--- src/design/trig_ctrl_pkg.sv ---
// Purpose: shared constants for the master trigger control block
// Assumes: 32-bit register port, byte addresses, one aligned word per register
// Notes: control word offset and field layout live here only
package trig_ctrl_pkg;

	// =====================================================================
	// bus geometry, channel and pin counts
	localparam int ADDR_W = 8;
	localparam int DATA_W = 32;
	localparam int CH_NUM = 4;
	localparam int PIN_NUM = 3;

	// =====================================================================
	// master control register
	localparam logic [ADDR_W-1:0] CTRL_OFFSET = 8'h04;
	localparam logic [DATA_W-1:0] CTRL_RESET = 32'h0000_0000;
	localparam logic [DATA_W-1:0] READ_IDLE = 32'h0000_0000;
	localparam int XOR_SEL_BIT = 7;
	localparam int TSEL_MSB = 6;
	localparam int TSEL_LSB = 4;
	localparam int DMA_SEL_BIT = 3;
	// compare selections carry this bit set, low two bits pick the channel
	localparam int TSEL_CMP_BIT = 2;

	// =====================================================================
	// trigger output selections
	typedef enum logic [2:0] {
		TSEL_RESET = 3'h0,
		TSEL_ENABLE = 3'h1,
		TSEL_UPDATE = 3'h2,
		TSEL_CCPULSE = 3'h3,
		TSEL_CMP1 = 3'h4,
		TSEL_CMP2 = 3'h5,
		TSEL_CMP3 = 3'h6,
		TSEL_CMP4 = 3'h7
	} trig_sel_t;

endpackage

--- src/design/pin_sync.sv ---
// Purpose: three-stage synchroniser with agreement check for one pin
// Assumes: pin is asynchronous to the timer clock
// Notes: output changes once stages two and three agree
`timescale 1ns/1ps
module pin_sync (
	// clock and reset
	input wire logic clk,
	input wire logic rst_n,
	// pin and filtered level
	input wire logic din,
	output logic dout
);

	typedef struct packed {
		logic s1;
		logic s2;
		logic s3;
		logic q;
	} sync_t;

	sync_t s_r;
	sync_t s_nxt;

	// =====================================================================
	// next state
	always_comb begin
		s_nxt = s_r;
		s_nxt.s1 = din;
		// first stage feeds only the second, never the compare
		s_nxt.s2 = s_r.s1;
		s_nxt.s3 = s_r.s2;
		if (s_r.s2 == s_r.s3) begin
			s_nxt.q = s_r.s3;
		end
	end

	always_ff @(posedge clk or negedge rst_n) begin
		if (!rst_n) begin
			s_r <= '0;
		end else begin
			s_r <= s_nxt;
		end
	end

	assign dout = s_r.q;

endmodule

--- src/design/timer_master_trigger_control.sv ---
// Purpose: master trigger output, channel 1 input select and DMA source select
// Assumes: timer-side strobes are one-cycle pulses on SYS_CLK; pins are asynchronous
// Notes: control word at CTRL_OFFSET; reserved bits read zero and ignore writes
// Function
// - select bit 0 routes first channel pin to channel 1 trigger input.
// - select bit 1 routes XOR of first three channel pins instead.
// - reset selection pulses output on update-generate or slave-controller reset.
// - slave-reset pulse comes one cycle later than an update-generate pulse.
// - enable selection drives output from the counter enable signal.
// - counter enable is counter run or pause-mode trigger input high.
// - pause input is delayed a cycle unless master-slave mode is on.
// - update selection drives output from the update event.
// - capture/compare selection pulses output on first channel capture or match.
// - compare selections drive output from compare reference one to four.
// - DMA source bit 0 gives per-channel requests on capture/compare events.
// - DMA source bit 1 gives all channel requests on update event.
`timescale 1ns/1ps
module timer_master_trigger_control
	import trig_ctrl_pkg::*;
(
	// clock and reset
	input wire logic SYS_CLK,
	input wire logic NRST,
	// register port
	input wire logic [ADDR_W-1:0] REG_ADDR,
	input wire logic [DATA_W-1:0] REG_WDATA,
	input wire logic REG_WR,
	input wire logic REG_RD,
	output logic [DATA_W-1:0] REG_RDATA,
	// counter core and slave controller
	input wire logic UPDATE_GENERATE,
	input wire logic SLAVE_RESET,
	input wire logic COUNTER_RUN,
	input wire logic PAUSE_TRIGGER,
	input wire logic MASTER_SLAVE_MODE,
	input wire logic UPDATE_EVENT,
	// capture/compare channels
	input wire logic [CH_NUM-1:0] CC_EVENT,
	input wire logic FIRST_COMPARE_REF,
	input wire logic SECOND_COMPARE_REF,
	input wire logic THIRD_COMPARE_REF,
	input wire logic FOURTH_COMPARE_REF,
	// channel pins
	input wire logic FIRST_CHANNEL_PIN,
	input wire logic SECOND_CHANNEL_PIN,
	input wire logic THIRD_CHANNEL_PIN,
	// outputs
	output logic SYNC_TRIGGER_OUTPUT,
	output logic FIRST_TRIGGER_INPUT,
	output logic [CH_NUM-1:0] DMA_REQUEST
);

	typedef struct packed {
		logic xor_sel;
		trig_sel_t trig_sel;
		logic dma_sel;
		logic rst_d;
		logic pause_d;
		logic rst_ev_p;
		logic cc_ev_p;
		logic trg;
		logic ti1;
		logic [CH_NUM-1:0] dma;
		logic [DATA_W-1:0] rdata;
	} state_t;

	localparam state_t ST_RESET = '{
		xor_sel: CTRL_RESET[XOR_SEL_BIT],
		trig_sel: trig_sel_t'(CTRL_RESET[TSEL_MSB:TSEL_LSB]),
		dma_sel: CTRL_RESET[DMA_SEL_BIT],
		rst_d: 1'b0,
		pause_d: 1'b0,
		rst_ev_p: 1'b0,
		cc_ev_p: 1'b0,
		trg: 1'b0,
		ti1: 1'b0,
		dma: '0,
		rdata: READ_IDLE
	};

	state_t s_r;
	state_t s_nxt;

	// =====================================================================
	// decoding helpers
	function automatic logic ctrl_hit(input logic [ADDR_W-1:0] addr);
		ctrl_hit = (addr == CTRL_OFFSET);
	endfunction

	function automatic logic [DATA_W-1:0] ctrl_word(input state_t st);
		logic [DATA_W-1:0] w;
		w = '0;
		w[XOR_SEL_BIT] = st.xor_sel;
		w[TSEL_MSB:TSEL_LSB] = st.trig_sel;
		w[DMA_SEL_BIT] = st.dma_sel;
		ctrl_word = w;
	endfunction

	// =====================================================================
	// pin synchronisers
	logic [PIN_NUM-1:0] pin_raw;
	logic [PIN_NUM-1:0] pin_q;

	assign pin_raw = {THIRD_CHANNEL_PIN, SECOND_CHANNEL_PIN, FIRST_CHANNEL_PIN};

	genvar g;
	generate
		for (g = 0; g < PIN_NUM; g++) begin : g_pin
			pin_sync u_sync (
				.clk(SYS_CLK),
				.rst_n(NRST),
				.din(pin_raw[g]),
				.dout(pin_q[g])
			);
		end
	endgenerate

	// =====================================================================
	// event terms
	logic rst_ev;
	logic cc_ev;
	logic pause_eff;
	logic cnt_enable;
	logic cmp_sel;
	logic [CH_NUM-1:0] cmp_ref;

	assign cmp_ref = {FOURTH_COMPARE_REF, THIRD_COMPARE_REF, SECOND_COMPARE_REF, FIRST_COMPARE_REF};
	// slave reset goes through rst_d so its pulse trails the counter reset
	assign rst_ev = UPDATE_GENERATE | s_r.rst_d;
	assign cc_ev = CC_EVENT[0];
	// master-slave mode bypasses the pause delay
	assign pause_eff = MASTER_SLAVE_MODE ? PAUSE_TRIGGER : s_r.pause_d;
	assign cnt_enable = COUNTER_RUN | pause_eff;
	assign cmp_sel = cmp_ref[s_r.trig_sel[1:0]];

	// =====================================================================
	// next state
	always_comb begin
		s_nxt = s_r;
		s_nxt.rst_d = SLAVE_RESET;
		s_nxt.pause_d = PAUSE_TRIGGER;
		s_nxt.rst_ev_p = rst_ev;
		s_nxt.cc_ev_p = cc_ev;

		// edge qualify pulse sources so a held event gives one pulse
		case (s_r.trig_sel)
			TSEL_RESET: begin
				s_nxt.trg = rst_ev & ~s_r.rst_ev_p;
			end
			TSEL_ENABLE: begin
				s_nxt.trg = cnt_enable;
			end
			TSEL_UPDATE: begin
				s_nxt.trg = UPDATE_EVENT;
			end
			TSEL_CCPULSE: begin
				s_nxt.trg = cc_ev & ~s_r.cc_ev_p;
			end
			default: begin
				s_nxt.trg = cmp_sel;
			end
		endcase

		if (s_r.xor_sel) begin
			s_nxt.ti1 = ^pin_q;
		end else begin
			s_nxt.ti1 = pin_q[0];
		end

		if (s_r.dma_sel) begin
			s_nxt.dma = {CH_NUM{UPDATE_EVENT}};
		end else begin
			s_nxt.dma = CC_EVENT;
		end

		// reserved bits are not stored, so a stray write cannot stick
		if (REG_WR && ctrl_hit(REG_ADDR)) begin
			s_nxt.xor_sel = REG_WDATA[XOR_SEL_BIT];
			s_nxt.trig_sel = trig_sel_t'(REG_WDATA[TSEL_MSB:TSEL_LSB]);
			s_nxt.dma_sel = REG_WDATA[DMA_SEL_BIT];
		end

		// read data stand one cycle only; unmapped reads give zero
		s_nxt.rdata = READ_IDLE;
		if (REG_RD && ctrl_hit(REG_ADDR)) begin
			s_nxt.rdata = ctrl_word(s_r);
		end
	end

	always_ff @(posedge SYS_CLK or negedge NRST) begin
		if (!NRST) begin
			s_r <= ST_RESET;
		end else begin
			s_r <= s_nxt;
		end
	end

	assign REG_RDATA = s_r.rdata;
	assign SYNC_TRIGGER_OUTPUT = s_r.trg;
	assign FIRST_TRIGGER_INPUT = s_r.ti1;
	assign DMA_REQUEST = s_r.dma;

	logic wr_ctrl;
	assign wr_ctrl = REG_WR && ctrl_hit(REG_ADDR);

	// writable field positions; everything else reads zero
	localparam logic [DATA_W-1:0] CTRL_MASK = ctrl_word('1);
endmodule

--- config.mk ---
export PLATFORM = sky130hd
export DESIGN_NAME = timer_master_trigger_control
export DESIGN_NICKNAME = d
export VERILOG_FILES = /design/src/design/trig_ctrl_pkg.sv /design/src/design/pin_sync.sv /design/src/design/timer_master_trigger_control.sv
export SDC_FILE = /design/constraint.sdc
export NUM_CORES = 1
export LEC_CHECK = 0
export BUFFER_PORTS_ARGS = -buffer_cell sky130_fd_sc_hd__buf_2
export CELL_PAD_IN_SITES_DETAIL_PLACEMENT = 0
export CELL_PAD_IN_SITES_GLOBAL_PLACEMENT = 1
export CORE_UTILIZATION = 29
export DETAILED_ROUTE_END_ITERATION = 6
export GPL_ROUTABILITY_DRIVEN = 0
export HOLD_SLACK_MARGIN = 0.08
export PLACE_DENSITY = 0.88
export SKIP_CTS_REPAIR_TIMING = 1
export SLEW_MARGIN = 5
export SYNTH_ARGS = -nofsm -noshare
export SYNTH_HDL_FRONTEND = slang
export SYNTH_SLANG_ARGS = --single-unit
--- constraint.sdc ---
create_clock -name SYS_CLK -period 1.3 [get_ports SYS_CLK]
set_input_delay 0.195 -clock SYS_CLK [delete_from_list [all_inputs] [get_ports SYS_CLK]]
set_output_delay 0.195 -clock SYS_CLK [all_outputs]
set_load 0.02 [all_outputs]
## Yosys cells after proc, flatten, opt, wreduce, memory -nomap -nowiden

Index checks and enable logic that the tools add are counted.

- Flip-flop bits (word level): 59
- Input port bits: 61
- Output and inout bits: 38

- Multiplexer cells: 7
- Equality and inequality tests: 7
- Magnitude comparators: 1
- Reductions and logical operators: 4
- Bitwise operators: 6

Operators with widths:

| cell | number |
|---|---|
| $eq 8x3->1 const B | 1 |
| $mux 8 | 1 |
| $eq 3x2->1 const B | 2 |
| $mux 4 | 1 |
| $pmux 1 s4 | 1 |
| $eq 1x1->1 | 3 |
| $eq 3x1->1 const B | 1 |
| $logic_not 3->1 | 1 |
| $lt 2x3->1 const B | 1 |
| $mux 1 | 3 |
| $reduce_xor 3->1 | 1 |
| $and 1x1->1 | 2 |
| $bmux 1 s2 | 1 |
| $logic_and 1x1->1 | 2 |
| $not 1->1 | 2 |
| $or 1x1->1 | 2 |

## Longest topological paths before layout

- Word-level depth: 3
- Gate-level depth with buffers: 4

## Hierarchy

Synthesis repeated with hierarchy kept, for this count alone.

- Cell total of the unflattened synthesis: 111
- Area, all modules: 1407.6 µm²

By module, submodules not included:

| module | times used | cells each | sequential area each (µm²) | area an instance (µm²) |
|---|---|---|---|---|
| timer_master_trigger_control | 1 | 96 | 500.5 | 1073.5 |
| pin_sync | 3 | 5 | 100.1 | 111.4 |

## Worst setup path after synthesis

Ideal clock, no wire load.

- Path type: input to register
- From: input REG_ADDR[1]
- To: register s_r[42] in the netlist's numbering
- Path buffers: 0
- Stages: 4
- Arrival time: 1102 ps
- Path slack: 72 ps
- Setup time: 125 ps
- Path through: nor4_1 -> and4b_2 -> nand2_4 -> mux2_4

- Word-level cells in the longest chain between the ends: 2

Ends and longest elaborated chain:

| element | RTL line | RTL |
|---|---|---|
| start, declared | timer_master_trigger_control.sv:25 | `input wire logic [ADDR_W-1:0] REG_ADDR,` |
| $eq 8x3->1 | n/a |  |
| $logic_and 1x1->1 | n/a |  |
| end signal, assigned | timer_master_trigger_control.sv:194 | `s_r <= s_nxt;` |
| end, declared | timer_master_trigger_control.sv:81 | `state_t s_r;` |

No other way between the ends.
A chain may end at the register's enable or synchronous reset.

==> metrics list <==
- The run finished with clean final reports.
- Cell types with the largest area share after synthesis: dfrtp_1 (57%), buf_4 (19%), mux2_4 (5.3%)
- The core region is 0.00450 mm^2.
* Placement Rows: 24
- TritonCTS sink count: 32
- The floorplan step defined a die boundary enclosing 0.00512 mm^2.
- Category of the most critical setup path: reg2reg
- Port buffering added 44 buffers.
- Leak: 0.925 nW
- M3 GR Usage: 0.0605
- HPWL after detailed placement: 1650 um
- For this run, the register share of the synthesized area comes to 0.570.
- H-tree depth: 2
- The worst register-to-register path ends at SYNC_TRIGGER_OUTPUT$_DFF_PN0_.
- STA classifies the critical path endpoint as a register.
- Final Routed Wirelength: 2130 um
- For this run, design rule violations remaining after detail routing come to 0.
- For met2 alone, demand over resource in global routing was 0.129.
* Effective utilization at floorplan: 0.312
- Cell Area, Placed: 0.00154 mm^2
* Number of antenna violations at the first check in global routing: 0
* Instance count after placement with tap cells included: 200
- The most critical setup path has its startpoint at s_r[43]$_DFFE_PN0P_.
- Maximum ir drop on the vdd rail: 0.364 mV
* Maximum number of pins on one net before global-route repair: 18
* Global routing usage on met1: 0.112
- Max-capacitance violation count: 0
- The later pin in the worst-skew pair is clocked with a latency of 0.28 ns.
- Vias: 819
- The synthesized netlist occupies a cell area of 0.00140 mm^2.
* Critical Path Max Stage Delay: 0.51 ns
* Width of the chip: 71.6 um
* Count of synthesis-stage warnings from yosys: 0
- Initial DRC count: 46
* Fmax achieved: 0.830 GHz
- At the worst endpoint, the required time is 1.46 ns.
- Tot GR Track Use: 0.0941
- The number of clock buffers added by TritonCTS is 5.
- The final layout contains 223 nets.
- In the layout the commonest cells are buf_2 (44), dfrtp_1 (32), conb_1 (27).
* Summed negative setup slack over all endpoints: 0 ns
- In this run the worst path has a maximum fanout of 4.
* Ratio of total power to cell area: 1240 mW/mm^2
- Synth-to-Final Area Change: 21.4%
- Floorplan die height: 71.6 um
- Leaving out fill and tap cells, the most frequent cell in the layout is buf_2.
- Ordered list of cells on the worst path: mux4_2 > nor2b_1 > a21oi_1
- The first global-routing pass estimated 3510 um of wire.
- Measured in cells, the most critical reg-to-reg path has a length of 3.
- Endpoints failing hold: 0
- In this run the deepest clock path goes through 2 buffers.
- For the worst setup path, the data arrival time is 1.37 ns.
- Final non-filler cell total: 215
- For flop-to-flop paths, the worst setup slack is 0.1 ns.
- The largest individual stage delay along the critical path comes from the cell mux4_2.
- Pre-antenna DRT Iters: 4
- Setup repair after global routing left no endpoint under its margin.
- TritonCTS built the clock tree.
* Final min period: 1.20 ns
* Synthesized instance count: 111
- Fraction of layout instances using a drive strength above 1: 0.393
* Clock root buffer: clkbuf_8
- After clock tree synthesis, the clock-pin slew on the worst setup and hold paths is 0.06 ns.
* Synthesis-stage register bit count: 32
* Class of the tightest hold or removal check: in2reg
* Kind of start point of the critical path: register
- Pin placement for this block handled 99 I/O pins.
- Total overflow reported by the global router: 0
* WL/cell: 9.89 um
- Final cell utilization of the core: 0.378
- Cell area after layout: 0.00170 mm^2
* Final cycle utilization of the critical path: 0.926
* Yosys top cell area share: 0.570
* Biggest area consumer among synthesized cells: dfrtp_1
- The number of pins with negative max-slew slack in the final report came to 0.
- Final ANT Viol Nets: 0
- The worst register-to-register path begins at s_r[43]$_DFFE_PN0P_.
* Critical path capture point: SYNC_TRIGGER_OUTPUT$_DFF_PN0_
- Dividing the synthesized area by the synthesized cell count gives 12.6 um^2.
- Global route hottest layer: met2
- Number of distinct standard cells referenced by the synthesized netlist: 25
* Via count of the first global-routing pass: 720
* Number of antenna diodes: 0
- Avg Vias per Cell: 3.81
- For the final database, setup skew stands at 0.00243 ns.
- On the final layout, the worst hold slack is 0.122 ns.
- Number of setup violations in the final report: 0
state kept, by name, indices dropped and copies added, names as in the netlist:
| register | flops |
|---|---|
| REG_RDATA | 5 |
| FIRST_TRIGGER_INPUT | 1 |
| DMA_REQUEST | 4 |
| s_r | 9 |
| g_pin.u_sync.s_r | 3 |
| SYNC_TRIGGER_OUTPUT | 1 |
| g_pin.u_sync.s_nxt | 6 |
| g_pin.u_sync.dout | 3 |
report_power, final:
| group | internal, W | switching (W) |
|---|---|---|
| Sequential | 0.00105 | 0.0000263 |
| Clock | 0.000421 | 0.000352 |
| Combinational | 0.000104 | 0.000154 |
cells in the mapped netlist:
| master | instances |
|---|---|
| a211oi_1 | 1 |
| a21oi_1 | 1 |
| and3_1 | 5 |
| and4b_2 | 1 |
| buf_4 | 36 |
| conb_1 | 1 |
| dfrtp_1 | 32 |
| inv_1 | 5 |
| maj3_1 | 3 |
| mux2_4 | 5 |
| mux4_2 | 1 |
| nand2_1 | 2 |
| nand2_4 | 1 |
| nand2b_1 | 1 |
| nor2_1 | 1 |
| nor2b_1 | 3 |
| nor3b_1 | 1 |
| nor4_1 | 1 |
| o21ai_0 | 4 |
| o311ai_0 | 1 |
| o31ai_1 | 1 |
| or2_2 | 1 |
| or3_1 | 1 |
| xnor2_1 | 1 |
| xor2_1 | 1 |
metrics by stage:
step / total power, W / worst slack [ns]
after global routing: 0.00222 / 0.0243
final: 0.00211 / 0.0957
after floorplan: 0.00131 / 0.0724
after CTS: 0.00213 / 0.0866
after detailed placement: 0.00134 / -0.0809
after global placement: 0.00133 / -0.0730
area by class of cell:
type | count | area, um^2
inverters | 5 | 18.8
fillers | 455 | 2800
clock inverters | 2 | 10.0
repair buffers | 54 | 313
flip-flops and latches | 32 | 801
clock buffers | 6 | 82.6
well taps | 52 | 65.1
multi-input cells | 64 | 414
cells by family after synthesis:
logic type / count (synthesis) / synth area share
DFF: 32 / 0.570
muxes: 6 / 0.0695
other: 1 / 0.00267
buffers and inverters: 41 / 0.206
AOI/OAI and AO/OA: 8 / 0.0348
xor gates and xnor gates: 2 / 0.0125
and+or+nand+nor: 18 / 0.0829
adders and majority gates: 3 / 0.0214
worst min-delay path by stage:
stage               startpoint                               end  slack [ns]  depth (start not counted)
2_1_floorplan             NRST          DMA_REQUEST[0]$_DFF_PN0_       -0.10                          0
3_3_place_gp              NRST     FIRST_TRIGGER_INPUT$_DFF_PN0_        0.13                          1
3_5_place_dp              NRST     FIRST_TRIGGER_INPUT$_DFF_PN0_        0.13                          1
4_1_cts                   NRST  g_pin[2].u_sync.s_r[1]$_DFF_PN0_       -0.18                          1
5_1_grt        UPDATE_GENERATE                 s_r[39]$_DFF_PN0_        0.12                          2
6_report       UPDATE_GENERATE                 s_r[39]$_DFF_PN0_        0.12                          2
critical path, delay by kind of cell (launching register included):
family,cells,cell delay (ns)
DFF,1,0.42
and+or+nand+nor,1,0.11
muxes,1,0.51
AOI/OAI and AO/OA,1,0.04
metal layers:
metal,vias to the layer above,share of wire
met5,-,0
met3,4,0.084
met2,37,0.46
li1,403,-
met1,375,0.43
met4,0,0.026
Note: power is estimated with default switching activity, not from simulation.
